## config.mk

```make
export PLATFORM = sky130hd
export DESIGN_NAME = chan_cfg_regs
export DESIGN_NICKNAME = d
export VERILOG_FILES = /design/src/chan_cfg_pkg.sv /design/src/chan_mute_stage.sv /design/src/chan_cfg_regs.sv
export SDC_FILE = /design/constraint.sdc
export NUM_CORES = 1
export LEC_CHECK = 0
export BUFFER_PORTS_ARGS = -buffer_cell sky130_fd_sc_hd__buf_4
export CORE_MARGIN = 8
export CORE_UTILIZATION = 47
export CTS_CLUSTER_DIAMETER = 60
export DETAILED_ROUTE_END_ITERATION = 8
export HOLD_SLACK_MARGIN = 0.03
export PLACE_DENSITY = 0.8
export SLEW_MARGIN = 25
export SYNTH_ARGS = -nofsm -noshare
export SYNTH_HDL_FRONTEND = slang
export SYNTH_SLANG_ARGS = --single-unit
export TNS_END_PERCENT = 10
```

## constraint.sdc

```tcl
create_clock -name clk -period 2.16 [get_ports clk]
set_input_delay 0.432 -clock clk [delete_from_list [all_inputs] [get_ports clk]]
set_output_delay 0.432 -clock clk [all_outputs]
set_load 0.005 [all_outputs]
```

## src/chan_cfg_pkg.sv

```systemverilog
// Constants and types for the channel 2/3 configuration register bank
// Overview of operation
// - Channel 2 analog gain is a six-bit field in bits 7 to 2, codes 0 to 42 give 0 to 42 dB, codes 43 to 63 are reserved.
// - A digital volume code of zero mutes the channel so its output samples are silenced.
// - Volume codes 1 to 255 step 0.5 dB from -100 dB, code 201 is 0 dB and code 255 is 27 dB.
// - The channel 2 volume register resets to C9 hex, unity volume.
// - The four-bit gain trim in bits 7 to 4 runs from -0.8 dB at code 0 in 0.1 dB steps, code 8 is 0 dB, code 15 is 0.7 dB.
// - The channel 2 gain trim register resets to 80 hex, the 0 dB trim.
// - The eight-bit phase trim delays the channel by that many modulator clock cycles, zero meaning none.
// - Channel 3 input bit 7 picks microphone input when 0 and line input when 1.
// - Channel 3 source field in bits 6 to 5 picks analog differential, analog single-ended, digital microphone, or reserved.
// - Channel 3 bit 4 picks AC coupling at 0 and DC coupling at 1, and only matters for analog sources.
// - Channel 3 impedance in bits 3 to 2 picks about 2.5, 10 or 20 kilohms for analog input, code 3 reserved.
// - Channel 3 bit 0 enables automatic gain, which then runs as bit 3 of the global auto gain register sets.
// - The channel 2 analog gain register lives at address 42 hex of page 0.
package chan_cfg_pkg;
  localparam logic [7:0] PAGE_ZERO       = 8'h00;
  localparam logic [7:0] ADDR_CHAN2_ANALOG_GAIN   = 8'h42;
  localparam logic [7:0] ADDR_CH2_VOLUME = 8'h43;
  localparam logic [7:0] ADDR_CH2_TRIM   = 8'h44;
  localparam logic [7:0] ADDR_CH2_PHASE  = 8'h45;
  localparam logic [7:0] ADDR_CH3_INPUT  = 8'h46;

  localparam logic [7:0] RST_CHAN2_ANALOG_GAIN    = 8'h00;
  localparam logic [7:0] RST_CH2_VOLUME  = 8'hC9;
  localparam logic [7:0] RST_CH2_TRIM    = 8'h80;
  localparam logic [7:0] RST_CH2_PHASE   = 8'h00;
  localparam logic [7:0] RST_CH3_INPUT   = 8'h00;

  // Writable bit masks; zero bits are reserved
  localparam logic [7:0] MASK_CHAN2_ANALOG_GAIN   = 8'hFC;
  localparam logic [7:0] MASK_CH2_TRIM   = 8'hF0;
  localparam logic [7:0] MASK_CH3_INPUT  = 8'hFD;
  localparam logic [7:0] MASK_FULL       = 8'hFF;

  localparam logic [5:0] GAIN_MAX_CODE   = 6'h2A;
  localparam logic [7:0] VOLUME_MUTE     = 8'h00;
  localparam logic [7:0] READ_ZERO       = 8'h00;
  localparam int         GLOBAL_AGC_BIT  = 3;

  typedef enum logic [1:0] {
    SRC_ANALOG_DIFF,
    SRC_ANALOG_SINGLE,
    SRC_PULSE_DENSITY,
    SRC_RESERVED
  } input_source_type;

  typedef enum logic [1:0] {
    IMP_2K5,
    IMP_10K,
    IMP_20K,
    IMP_RESERVED
  } impedance_type;

  typedef struct packed {
    logic       wr;
    logic       rd;
    logic [7:0] page;
    logic [7:0] addr;
    logic [7:0] wdata;
  } host_req_type;

  typedef struct packed {
    logic [5:0]       chan2_analog_gain;
    logic [7:0]       chan2_digital_volume;
    logic [3:0]       chan2_gain_trim;
    logic [7:0]       chan2_phase_trim;
    logic             chan3_input_kind;
    input_source_type chan3_input_source;
    logic             chan3_coupling_select;
    impedance_type    chan3_input_impedance;
    logic             chan3_auto_gain_enable;
  } chan_cfg_type;
endpackage

```

## src/chan_mute_stage.sv

```systemverilog
// Output sample stage that silences the channel at volume code zero
module chan_mute_stage #(
  parameter int SAMPLE_W = 24
) (
  input  wire logic                clk,         // System clock
  input  wire logic                resetn,      // Sync reset, active low
  input  wire logic [7:0]          volume,      // Digital volume code
  input  wire logic [SAMPLE_W-1:0] sample_in,   // Sample from datapath
  output logic      [SAMPLE_W-1:0] sample_out   // Muted or passed sample
);
  import chan_cfg_pkg::*;

  always_ff @(posedge clk) begin
    if (!resetn) begin
      sample_out <= '0;
    end else if (volume == VOLUME_MUTE) begin
      sample_out <= '0;
    end else begin
      sample_out <= sample_in;
    end
  end

  property p_mute_silences;
    @(posedge clk) disable iff (!resetn)
    (volume == VOLUME_MUTE) |=> (sample_out == '0);
  endproperty
  a_mute_silences: assert property (p_mute_silences) else $error("muted sample not zero");

  property p_pass_through;
    @(posedge clk) disable iff (!resetn)
    (volume != VOLUME_MUTE) |=> (sample_out == $past(sample_in));
  endproperty
  a_pass_through: assert property (p_pass_through) else $error("sample not passed");
endmodule // chan_mute_stage

```

## src/chan_cfg_regs.sv

```systemverilog
// Channel 2 and 3 configuration registers on the control port
module chan_cfg_regs #(
  parameter int SAMPLE_W = 24
) (
  input  wire logic                      clk,              // Control port clock
  input  wire logic                      resetn,           // Sync reset, active low
  input  wire chan_cfg_pkg::host_req_type req,             // Control port request
  output logic      [7:0]                rdata,            // Read data
  output logic                           rvalid,           // Read data valid
  input  wire logic [7:0]                global_auto_gain_cfg, // Global AGC register
  input  wire logic [SAMPLE_W-1:0]       chan2_sample_in,  // Channel 2 samples
  output logic      [SAMPLE_W-1:0]       chan2_sample_out, // Volume-muted samples
  output chan_cfg_pkg::chan_cfg_type     cfg,              // Decoded fields
  output logic                           chan2_gain_reserved, // Gain code 43..63
  output logic                           chan3_analog_sel, // Analog source active
  output logic                           chan3_pdm_sel,    // Digital mic source
  output logic                           chan3_agc_active, // AGC running
  output logic                           chan3_agc_mode    // Global AGC mode bit
);
  import chan_cfg_pkg::*;

  logic [7:0] gain_q;
  logic [7:0] volume_q;
  logic [7:0] trim_q;
  logic [7:0] phase_q;
  logic [7:0] input_q;
  logic [7:0] rdata_q;
  logic [7:0] rdata_d;
  logic       rvalid_q;

  function automatic logic hit(input host_req_type r, input logic [7:0] a);
    hit = (r.page == PAGE_ZERO) && (r.addr == a);
  endfunction

  always_ff @(posedge clk) begin
    if (!resetn) begin
      gain_q <= RST_CHAN2_ANALOG_GAIN;
    end else if (req.wr && hit(req, ADDR_CHAN2_ANALOG_GAIN)) begin
      gain_q <= req.wdata & MASK_CHAN2_ANALOG_GAIN;
    end
  end

  always_ff @(posedge clk) begin
    if (!resetn) begin
      volume_q <= RST_CH2_VOLUME;
    end else if (req.wr && hit(req, ADDR_CH2_VOLUME)) begin
      volume_q <= req.wdata & MASK_FULL;
    end
  end

  always_ff @(posedge clk) begin
    if (!resetn) begin
      trim_q <= RST_CH2_TRIM;
    end else if (req.wr && hit(req, ADDR_CH2_TRIM)) begin
      trim_q <= req.wdata & MASK_CH2_TRIM;
    end
  end

  always_ff @(posedge clk) begin
    if (!resetn) begin
      phase_q <= RST_CH2_PHASE;
    end else if (req.wr && hit(req, ADDR_CH2_PHASE)) begin
      phase_q <= req.wdata & MASK_FULL;
    end
  end

  always_ff @(posedge clk) begin
    if (!resetn) begin
      input_q <= RST_CH3_INPUT;
    end else if (req.wr && hit(req, ADDR_CH3_INPUT)) begin
      input_q <= req.wdata & MASK_CH3_INPUT;
    end
  end

  always_comb begin
    rdata_d = READ_ZERO;
    if (hit(req, ADDR_CHAN2_ANALOG_GAIN)) begin
      rdata_d = gain_q;
    end else if (hit(req, ADDR_CH2_VOLUME)) begin
      rdata_d = volume_q;
    end else if (hit(req, ADDR_CH2_TRIM)) begin
      rdata_d = trim_q;
    end else if (hit(req, ADDR_CH2_PHASE)) begin
      rdata_d = phase_q;
    end else if (hit(req, ADDR_CH3_INPUT)) begin
      rdata_d = input_q;
    end
  end

  always_ff @(posedge clk) begin
    if (!resetn) begin
      rdata_q  <= READ_ZERO;
      rvalid_q <= 1'b0;
    end else begin
      rvalid_q <= req.rd;
      if (req.rd) begin
        rdata_q <= rdata_d;
      end
    end
  end

  assign rdata  = rdata_q;
  assign rvalid = rvalid_q;

  assign cfg.chan2_analog_gain      = gain_q[7:2];
  assign cfg.chan2_digital_volume   = volume_q;
  assign cfg.chan2_gain_trim        = trim_q[7:4];
  assign cfg.chan2_phase_trim       = phase_q;
  assign cfg.chan3_input_kind       = input_q[7];
  assign cfg.chan3_input_source     = input_source_type'(input_q[6:5]);
  assign cfg.chan3_coupling_select  = input_q[4];
  assign cfg.chan3_input_impedance  = impedance_type'(input_q[3:2]);
  assign cfg.chan3_auto_gain_enable = input_q[0];

  assign chan2_gain_reserved = (gain_q[7:2] > GAIN_MAX_CODE);

  // Coupling and impedance matter only when this is set
  assign chan3_analog_sel = (cfg.chan3_input_source == SRC_ANALOG_DIFF) ||
                            (cfg.chan3_input_source == SRC_ANALOG_SINGLE);
  assign chan3_pdm_sel    = (cfg.chan3_input_source == SRC_PULSE_DENSITY);

  assign chan3_agc_active = input_q[0];
  assign chan3_agc_mode   = input_q[0] & global_auto_gain_cfg[GLOBAL_AGC_BIT];

  chan_mute_stage #(
    .SAMPLE_W (SAMPLE_W)
  ) u_mute (
    .clk        (clk),
    .resetn     (resetn),
    .volume     (volume_q),
    .sample_in  (chan2_sample_in),
    .sample_out (chan2_sample_out)
  );

  property p_volume_reset;
    @(posedge clk) $past(!resetn) |-> (volume_q == RST_CH2_VOLUME);
  endproperty
  a_volume_reset: assert property (p_volume_reset) else $error("volume reset wrong");

  property p_trim_reset;
    @(posedge clk) $past(!resetn) |-> (cfg.chan2_gain_trim == RST_CH2_TRIM[7:4]);
  endproperty
  a_trim_reset: assert property (p_trim_reset) else $error("trim reset wrong");

  property p_gain_reserved;
    @(posedge clk) disable iff (!resetn)
    chan2_gain_reserved == (cfg.chan2_analog_gain >= (GAIN_MAX_CODE + 6'h01));
  endproperty
  a_gain_reserved: assert property (p_gain_reserved) else $error("gain reserve flag wrong");

  property p_reserved_zero;
    @(posedge clk) disable iff (!resetn)
    (req.rd && hit(req, ADDR_CHAN2_ANALOG_GAIN)) |=> (rdata[1:0] == 2'b00);
  endproperty
  a_reserved_zero: assert property (p_reserved_zero) else $error("reserved bits not zero");

  property p_readback;
    @(posedge clk) disable iff (!resetn)
    (req.wr && hit(req, ADDR_CH2_PHASE)) ##1 !req.wr ##1
      (req.rd && hit(req, ADDR_CH2_PHASE) && !req.wr) |=> (rdata == $past(req.wdata, 3));
  endproperty
  a_readback: assert property (p_readback) else $error("readback mismatch");

  property p_hold;
    @(posedge clk) disable iff (!resetn)
    !(req.wr && hit(req, ADDR_CH2_VOLUME)) |=> $stable(volume_q);
  endproperty
  a_hold: assert property (p_hold) else $error("volume changed without write");

  property p_agc_mode;
    @(posedge clk) disable iff (!resetn)
    chan3_agc_mode == (input_q[0] && global_auto_gain_cfg[GLOBAL_AGC_BIT]);
  endproperty
  a_agc_mode: assert property (p_agc_mode) else $error("agc mode wrong");

  property p_pdm_sel;
    @(posedge clk) disable iff (!resetn)
    (req.wr && hit(req, ADDR_CH3_INPUT) && (req.wdata[6:5] == 2'b10)) |=>
      (chan3_pdm_sel && !chan3_analog_sel);
  endproperty
  a_pdm_sel: assert property (p_pdm_sel) else $error("pdm select wrong");

  property p_unmapped_zero;
    @(posedge clk) disable iff (!resetn)
    (req.rd && (req.page != PAGE_ZERO)) |=> (rdata == READ_ZERO);
  endproperty
  a_unmapped_zero: assert property (p_unmapped_zero) else $error("unmapped read not zero");

  property p_gain_masked;
    @(posedge clk) disable iff (!resetn)
    (req.wr && hit(req, ADDR_CHAN2_ANALOG_GAIN)) |=> (gain_q == ($past(req.wdata) & MASK_CHAN2_ANALOG_GAIN));
  endproperty
  a_gain_masked: assert property (p_gain_masked) else $error("gain reserved bits kept");

  property p_trim_reserved;
    @(posedge clk) disable iff (!resetn)
    (req.rd && hit(req, ADDR_CH2_TRIM)) |=> (rdata[3:0] == 4'h0);
  endproperty
  a_trim_reserved: assert property (p_trim_reserved) else $error("trim low bits not zero");

  property p_input_reserved;
    @(posedge clk) disable iff (!resetn)
    (req.rd && hit(req, ADDR_CH3_INPUT)) |=> (rdata[1] == 1'b0);
  endproperty
  a_input_reserved: assert property (p_input_reserved) else $error("input bit 1 not zero");

  property p_rvalid_pulse;
    @(posedge clk) disable iff (!resetn)
    rvalid == $past(req.rd);
  endproperty
  a_rvalid_pulse: assert property (p_rvalid_pulse) else $error("read valid misplaced");

  property p_analog_sel;
    @(posedge clk) disable iff (!resetn)
    (req.wr && hit(req, ADDR_CH3_INPUT) && !req.wdata[6]) |=>
      (chan3_analog_sel && !chan3_pdm_sel);
  endproperty
  a_analog_sel: assert property (p_analog_sel) else $error("analog select wrong");

  property p_phase_store;
    @(posedge clk) disable iff (!resetn)
    (req.wr && hit(req, ADDR_CH2_PHASE)) |=> (cfg.chan2_phase_trim == $past(req.wdata));
  endproperty
  a_phase_store: assert property (p_phase_store) else $error("phase trim not stored");
endmodule // chan_cfg_regs

```

==> flow_summary.toml, run 1 <==
[cells_and_area]
layout.cells.most_common = "sky130_fd_sc_hd__buf_4"
multi_input_area_mm2 = 0.001420
finish.utilization_pct = 70.33
nFillCells = 478
antenna_cells_inserted = 0
num-nets-final = 511
area_delta_synth_final_pct = 44.13
share_of_layout_cells_above_drive_strength_1_pct = 37.06
seqCellArea_mm2 = 0.001321
layout.cells.most_common_list = "sky130_fd_sc_hd__buf_4 (142), sky130_fd_sc_hd__dfxtp_1 (66), sky130_fd_sc_hd__nand3_1 (41), sky130_fd_sc_hd__a21oi_1 (35), sky130_fd_sc_hd__o21ai_0 (33)"

[synth]
netlist_top_cells_area = "sky130_fd_sc_hd__dfxtp_1 (46%), sky130_fd_sc_hd__nand3_1 (7.1%), sky130_fd_sc_hd__a21oi_1 (6.1%), sky130_fd_sc_hd__and2_1 (5.8%), sky130_fd_sc_hd__o21ai_0 (5.7%)"
yosys.area_share.simple_pct = 28.80
synth_area_mm2 = 0.002889
most_used_dff_post_synth = "sky130_fd_sc_hd__dfxtp_1"
asyncSetResetFlopFracSynth_pct = 0
synthesized_net_count = 385
yosysTopAreaCellShare_pct = 45.73
combinational_family_with_the_most_area_after_synthesis = "simple AND/OR/NAND/NOR gates"
synth_area_leader_cell = "sky130_fd_sc_hd__dfxtp_1"
synth_mux_area_share_pct = 1.039
yosysSeqAreaShare_pct = 45.73
yosys_register_bits = 66
synthesized_instance_count = 325
number_of_unique_standard_cell_types_used_by_synthesis = 44
avgSynthCellArea_um2 = 8.889
total_number_of_yosys_warnings = 0
post_synth_fa_ha_maj_area_fraction_pct = 0
synth-xor-area-share_pct = 0
number_of_enable_flip_flop_cells_after_synthesis = 0
compound_gate_fraction_of_synth_area_pct = 19.32

[routing]
dr.first_iter.drc_count = 355
viasPerCell = 5.716
wire_per_inst_um = 18.36
drt_wl_total_um = 9750
drc = 0
drt_first_pass_iters = 6
antenna_left = 0
vias = 3035

[cts]
cts_hold_repair.buffers = 0
cts_made_buffers = 9
cts_resized = 0
clock_insertion_delay_worst_skew_ns = 0.33
cts-root-to-sink-buffers = 2
root_buffer = "sky130_fd_sc_hd__clkbuf_8"
cts.sinks = 66
clk_pin_slew_worst_paths_ns = 0.08
cts_tree = "built"
post_cts_buffers = 0
count_of_h_tree_levels_built_during_cts = 3

[setup_path]
start_kind = "input port"
cpMaxStageDelayCell = "sky130_fd_sc_hd__or4_4"
worstPathArrival_ns = 2.10
rrSetupSlack_ns = 0.91
crit_chain = "buf_4, or4_4, buf_4, nor4_4, nand3_1, a21oi_1"
timing.setup.critical_path_class = "in -> reg"
crit_fanout = 7
crit_buf_inv = 2
critPathCaptureType = "flip-flop"
critPathMostFrequentCell = "sky130_fd_sc_hd__buf_4"
critical-path-top-delay-family = "simple AND/OR/NAND/NOR gates"
worst_ep_required_time_ns = 2.42
critPathMaxStageDelay_ns = 0.57

[grt]
antenna_found_initial = 0
grt_pass1_wl_um = 15700
globalRoute.totalOverflow = 0
gr-usage-all-layers_pct = 22.15
grt_start_max_net_pins = 30
grt_pass1_vias = 3110

[floorplanning]
floorplan.die_area_mm2 = 0.008911
initial_core_util_pct = 48.80
floorplan.core_area_mm2 = 0.005921
die-width_um = 94.40
chipHeight_um = 94.40
placementRows = 28
floorplan.io_pins = 131

[place]
place.port_buffers = 123
gp_congestion = 0.9493
hpwl_um = 7367

[sta]
timing.clock.skew_ns = 0.01261
worst_pin_slew_ns = 0.5378
relSlewSlack_pct = 63.88
final-hold-violation-count = 0
setup_viol = 0
clock.fmax_mhz = 542.5
rsz_0062_raised_after_global_routing = "no"
report.final.slew_viol_count = 0
timing.setup.tns_ns = 0
timing.final.crit_share_pct = 85.33
period_needed_ns = 1.843
whs_ns = 0.2915

[flow_run]
max-cap-violations = 0

[status]
outcome = "completed"

[power_and_ir_drop]
power.total_uw = 2753
powerDensity_mw_per_mm2 = 661.1
power_leakage_uw = 0.001685
maximum_ir_drop_on_the_vdd_rail_mv = 0.5494

[worst_hold_path]
hold_path_class = "in -> reg"
==> area by class of cell <==
class	instances	share of cell area (%)
inverters	6	0.5409
clock buffers	10	3.065
repair buffers	142	25.60
clock inverters	6	2.704
well taps	75	2.254
multi-input cells	226	34.10
flip-flops and latches	66	31.73
==> sequential cells by signal, indices dropped and copies added, names as in the netlist <==
name               cells
rdata                  8
gain_q                 6
phase_q                8
trim_q                 4
volume_q               8
input_q                7
rvalid                 1
u_mute.sample_out     24
==> synth_stat cells, types with 4 or more instances <==
master	n
sky130_fd_sc_hd__and2_1	27
sky130_fd_sc_hd__a21oi_1	35
sky130_fd_sc_hd__nor2b_1	5
sky130_fd_sc_hd__nand2_1	7
sky130_fd_sc_hd__o21ai_1	8
sky130_fd_sc_hd__nor4_1	6
sky130_fd_sc_hd__inv_1	6
sky130_fd_sc_hd__nand2b_1	6
sky130_fd_sc_hd__buf_2	7
sky130_fd_sc_hd__o21ai_0	33
sky130_fd_sc_hd__o22ai_1	4
sky130_fd_sc_hd__nor2_1	6
sky130_fd_sc_hd__clkbuf_1	16
sky130_fd_sc_hd__nor3_1	4
sky130_fd_sc_hd__dfxtp_1	66
sky130_fd_sc_hd__a32oi_1	4
sky130_fd_sc_hd__nand3_1	41
==> through the flow <==
step                cells  worst slack [ns]  area (um^2)
finish                531            0.3168         4164
global route          531            0.2445         4164
CTS                   531            0.3436         4164
detailed placement    515          0.004597         3924
global placement      515           0.06877         3924
floorplan             325            0.2170         2889
==> logic make-up after synthesis <==
| kind of cell | count (synthesis) |
|---|---|
| AND/OR/NAND/NOR | 127 |
| AO/OA/AOI/OAI | 96 |
| flip-flops | 66 |
| buffers and inverters | 33 |
| multiplexers | 3 |
==> report_power, final <==
group / internal, uW / switching (uW)
registers: 1240 / 7.82
clock network: 771 / 474
logic: 136 / 120
==> worst register-to-register path: cells and delay by family (launching register included) <==
kind,cells,cell delay [ns]
flops,1,0.36
compound gates,1,0.11
simple gates,2,0.48
buf+inv,1,0.21
==> routing by layer <==
layer  wire length (um)  track usage (%)  vias up
met5                  0                0        -
met4                139            7.794        0
met3                962            6.905       12
met2               4809            35.57      171
met1               3838            27.31     1411
li1                   -                -     1441
==> worst paths after layout <==
kind | startpoint | endpoint | depth (start not counted)
max | req[19] | input_q[3] | 6
min reg2reg | rdata[1] | rdata[1] | 2
min | chan2_sample_in[18] | u_mute.sample_out[18] | 2
max reg2reg | volume_q[0] | u_mute.sample_out[19] | 4
Power figures use the tool's default switching activity.
==> run 2, diff against run 1 <==
CORE_UTILIZATION = 39   (was 47)
GPL_TIMING_DRIVEN = 0   (was unset)
PLACE_DENSITY = 0.68   (was 0.8)
==> flow_summary.toml, run 2 (synthesized netlist as in run 1, its figures left out) <==
[status]
outcome = "completed"

[cells_and_area]
antenna_cells_inserted = 0
area_delta_synth_final_pct = 42.96
nFillCells = 685
registers.top_by_ff_count = "u_mute.sample_out"
share_of_layout_cells_above_drive_strength_1_pct = 34.42
num-nets-final = 518
layout.cells.most_common_list = "sky130_fd_sc_hd__buf_4 (124), sky130_fd_sc_hd__dfxtp_1 (66), sky130_fd_sc_hd__nand3_1 (41), sky130_fd_sc_hd__a21oi_1 (35), sky130_fd_sc_hd__o21ai_0 (33)"
layout.cells.most_common = "sky130_fd_sc_hd__buf_4"
largest_register_ffs = 24
finish.utilization_pct = 57.25

[cts]
cts-root-to-sink-buffers = 2
cts_tree = "built"
post_cts_buffers = 0
cts.sinks = 66
root_buffer = "sky130_fd_sc_hd__clkbuf_8"
clk_pin_slew_worst_paths_ns = 0.07
clock_insertion_delay_worst_skew_ns = 0.34
cts_made_buffers = 9
cts_hold_repair.buffers = 0
count_of_h_tree_levels_built_during_cts = 3

[routing]
drt_wl_total_um = 10220
antenna_left = 0
drt_first_pass_iters = 5
wire_per_inst_um = 18.21
viasPerCell = 5.531
dr.first_iter.drc_count = 294
vias = 3103
drc = 0

[floorplanning]
chipHeight_um = 102.1
floorplan.core_area_mm2 = 0.007214
die-width_um = 102.1
placementRows = 31
floorplan.io_pins = 131
initial_core_util_pct = 40.05
floorplan.die_area_mm2 = 0.01042

[grt]
grt_pass1_wl_um = 15680
grt_start_max_net_pins = 12
gr-usage-all-layers_pct = 19.36
globalRoute.totalOverflow = 0
antenna_found_initial = 0
grt_pass1_vias = 2955

[sta]
setup_viol = 0
timing.final.crit_share_pct = 94.96
final-hold-violation-count = 0
whs_ns = 0.2933
timing.clock.skew_ns = 0.006608
report.final.slew_viol_count = 0
period_needed_ns = 2.051
layout_setup_ws_ns = 0.1088
rsz_0062_raised_after_global_routing = "no"
relSlewSlack_pct = 33.56
clock.fmax_mhz = 487.5
worst_pin_slew_ns = 0.9939

[setup_path]
crit_fanout = 10
worst_ep_required_time_ns = 2.38
worstPathArrival_ns = 2.27
timing.setup.critical_path_class = "in -> reg"
critPathCaptureType = "flip-flop"
start_kind = "input port"

[power_and_ir_drop]
maximum_ir_drop_on_the_vdd_rail_mv = 0.4410
powerDensity_mw_per_mm2 = 612.6
power_leakage_uw = 0.001635

[flow_run]
max-cap-violations = 0

[place]
gp_congestion = 0.9064
hpwl_um = 7807
place_ws_ns = -0.2760
place.port_buffers = 122

[worst_hold_path]
hold_path_class = "in -> reg"
[run 2: per-stage QoR]
stage          setup TNS (ns)  cells  total power [uW]  area [um^2]
3_5_place_dp           -6.059    546              1534         3929
2_1_floorplan               0    325              1373         2889
4_1_cts                     0    561              2543         4121
5_1_grt                     0    561              2622         4130
3_3_place_gp           -5.213    546              1531         3929
6_report                    0    561              2530         4130
[run 2: cell type report]
| type | count | area [um^2] | area share [%] |
|---|---|---|---|
| multi-input cells | 226 | 1429 | 34.60 |
| flip-flops and latches | 66 | 1321 | 31.99 |
| repair buffers | 122 | 915.9 | 22.18 |
| clock buffers | 10 | 137.6 | 3.332 |
| plain buffers | 27 | 125.1 | 3.029 |
| well taps | 99 | 123.9 | 2.999 |
| clock inverters | 5 | 55.05 | 1.333 |
| inverters | 6 | 22.52 | 0.5453 |
[run 2: repair_timing]
action                                  4_1_cts  5_1_grt
hold endpoints to repair                      0        0
gates resized for setup                       0        1
endpoints found under the setup margin        0       20
[run 2: final timing paths]
check                     start  cells after the start  slack [ns]              endpoint
min reg2reg            rdata[1]                      2        0.47              rdata[1]
max                      req[8]                      6        0.11              rdata[3]
min          chan2_sample_in[7]                      2        0.29  u_mute.sample_out[7]
max reg2reg         volume_q[0]                      4        0.69  u_mute.sample_out[3]
[run 2: worst max-delay path, stage by stage]
cell and delay, ns:
sky130_fd_sc_hd__buf_4 0.13, sky130_fd_sc_hd__clkbuf_1 0.23, sky130_fd_sc_hd__nor4b_2 0.93, sky130_fd_sc_hd__nand2_1 0.23, sky130_fd_sc_hd__nor3_1 0.27, sky130_fd_sc_hd__a211oi_2 0.06
[run 2: routing by layer]
layer | GRT usage [%] | wire, um | part of all wire, % | up-vias
li1 | - | - | - | 1459
met1 | 24.42 | 4179 | 41 | 1458
met2 | 29.74 | 4698 | 46 | 172
met3 | 7.289 | 1208 | 12 | 14
met4 | 6.095 | 130 | 1.3 | 0
met5 | 0 | 0 | 0 | -
[run 2: where the power goes]
group / total [uW] / switching (uW) / internal [uW]
clock network: 1020 / 467 / 554
registers: 1250 / 7.50 / 1240
logic: 258 / 125 / 133
total: 2530 / 600 / 1930
==> run 3, diff against run 2 <==
PLACE_DENSITY = 0.79   (was 0.68)
==> flow_summary.toml, run 3 (synthesized netlist as in run 1, its figures left out) <==
[place]
gp_congestion = 0.9187
place.port_buffers = 122
place_ws_ns = -0.3661
numPlacedInstances = 546
hpwl_um = 7801
detailed_place.area_mm2 = 0.003929

[power_and_ir_drop]
maximum_ir_drop_on_the_vdd_rail_mv = 0.5048
power_leakage_uw = 0.001621
powerDensity_mw_per_mm2 = 583.1

[worst_hold_path]
hold_path_class = "in -> reg"

[sta]
setup_viol = 0
rsz_0062_raised_after_global_routing = "no"
relSlewSlack_pct = 42.35
final-hold-violation-count = 0
clock.fmax_mhz = 494.7
report.final.slew_viol_count = 0
timing.final.crit_share_pct = 93.58
period_needed_ns = 2.021
layout_setup_ws_ns = 0.1386
timing.clock.skew_ns = 0.009089
worst_pin_slew_ns = 0.8625

[routing]
vias = 3143
viasPerCell = 5.613
drc = 0
drt_wl_total_um = 10150
wire_per_inst_um = 18.13
antenna_left = 0
drt_first_pass_iters = 5
dr.first_iter.drc_count = 329

[cells_and_area]
finish.utilization_pct = 56.78
layout.cells.most_common_list = "sky130_fd_sc_hd__buf_4 (124), sky130_fd_sc_hd__dfxtp_1 (66), sky130_fd_sc_hd__nand3_1 (41), sky130_fd_sc_hd__a21oi_1 (35), sky130_fd_sc_hd__o21ai_0 (33)"
antenna_cells_inserted = 0
registers.top_by_ff_count = "u_mute.sample_out"
largest_register_ffs = 24
final_area_mm2 = 0.004096
share_of_layout_cells_above_drive_strength_1_pct = 34.06
finish.cell_count_without_fillers = 560
area_delta_synth_final_pct = 41.79
num-nets-final = 518
layout.cells.most_common = "sky130_fd_sc_hd__buf_4"

[setup_path]
cp-endpoint = "rdata[2]"
worst_ep_required_time_ns = 2.42
worstPathArrival_ns = 2.28
critical_path_cell_count = 6
r2r_end = "u_mute.sample_out[3]"
start_kind = "input port"
crit_buf_inv = 2
cpMaxStageDelayCell = "sky130_fd_sc_hd__nor4_1"
critPathMaxStageDelay_ns = 0.54
critical-path-top-delay-family = "simple AND/OR/NAND/NOR gates"
rrSetupSlack_ns = 0.75
crit_fanout = 7
reg2reg_depth = 4
critPathCaptureType = "flip-flop"
crit_chain = "buf_4, or4b_1, buf_2, nor4_1, a32oi_1, a211oi_2"
timing.setup.critical_path_class = "in -> reg"
worst_r2r_startpoint = "volume_q[0]"
startpoint = "req[13]"

[status]
outcome = "completed"

[cts]
cts_resized = 0
post_cts_buffers = 0
cts_tree = "built"
root_buffer = "sky130_fd_sc_hd__clkbuf_8"
cts.sinks = 66
clock_insertion_delay_worst_skew_ns = 0.34
cts_hold_repair.buffers = 0
cts-root-to-sink-buffers = 2
count_of_h_tree_levels_built_during_cts = 3
clk_pin_slew_worst_paths_ns = 0.07
cts_made_buffers = 9

[grt]
grt_pass1_vias = 3063
grt_pass1_wl_um = 15710
grt_start_max_net_pins = 11
globalRoute.totalOverflow = 0
gr-usage-all-layers_pct = 19.36
antenna_found_initial = 0

[floorplanning]
initial_core_util_pct = 40.05
floorplan.die_area_mm2 = 0.01042
floorplan.io_pins = 131
placementRows = 31
chipHeight_um = 102.1
floorplan.core_area_mm2 = 0.007214
die-width_um = 102.1

[flow_run]
max-cap-violations = 0
[run 3: stage by stage]
stage / setup TNS (ns) / hold slack (ns) / power [uW]
after floorplan: 0 / 0.4626 / 1373
after global placement: -6.595 / 0.4648 / 1530
after detailed placement: -8.914 / 0.4838 / 1535
after CTS: 0 / 0.2867 / 2398
after global routing: 0 / 0.2920 / 2475
final: 0 / 0.2923 / 2389
[run 3: worst register-to-register path: cells and delay by family, from the launching register on]
kind / cells / cell delay [ns]
buffers and inverters: 1 / 0.30
and+or+nand+nor: 2 / 0.25
AOI/OAI and AO/OA: 1 / 0.37
DFF: 1 / 0.42
[run 3: per-layer routing]
layer / up-vias / wire length, um / track usage, %
li1: 1454 / - / -
met1: 1473 / 3959 / 23.30
met3: 18 / 1388 / 7.425
met5: - / 0 / 0
met2: 198 / 4610 / 30.08
met4: 0 / 191 / 8.239
[run 3: worst min path at each step]
stage	startpoint	to	slack, ns	depth (start not counted)
global route	chan2_sample_in[9]	u_mute.sample_out[9]	0.29	2
finish	chan2_sample_in[16]	u_mute.sample_out[16]	0.29	2
global placement	rdata[1]	rdata[1]	0.46	2
CTS	chan2_sample_in[16]	u_mute.sample_out[16]	0.29	2
floorplan	rdata[1]	rdata[1]	0.46	2
detailed placement	rdata[1]	rdata[1]	0.48	2
[run 3: cell type report]
cell class	count	area [um^2]
Buffer	27	125.1
Clock buffer	11	141.4
Clock inverter	3	17.52
Fill cell	693	3118
Inverter	6	22.52
Multi-Input combinational cell	226	1429
Sequential cell	66	1321
Tap cell	99	123.9
Timing Repair Buffer	122	915.9
[run 3: power breakdown]
part / switching (uW) / internal, uW
combinational: 126 / 133
clock: 447 / 431
sequential: 8.25 / 1240
total: 581 / 1810
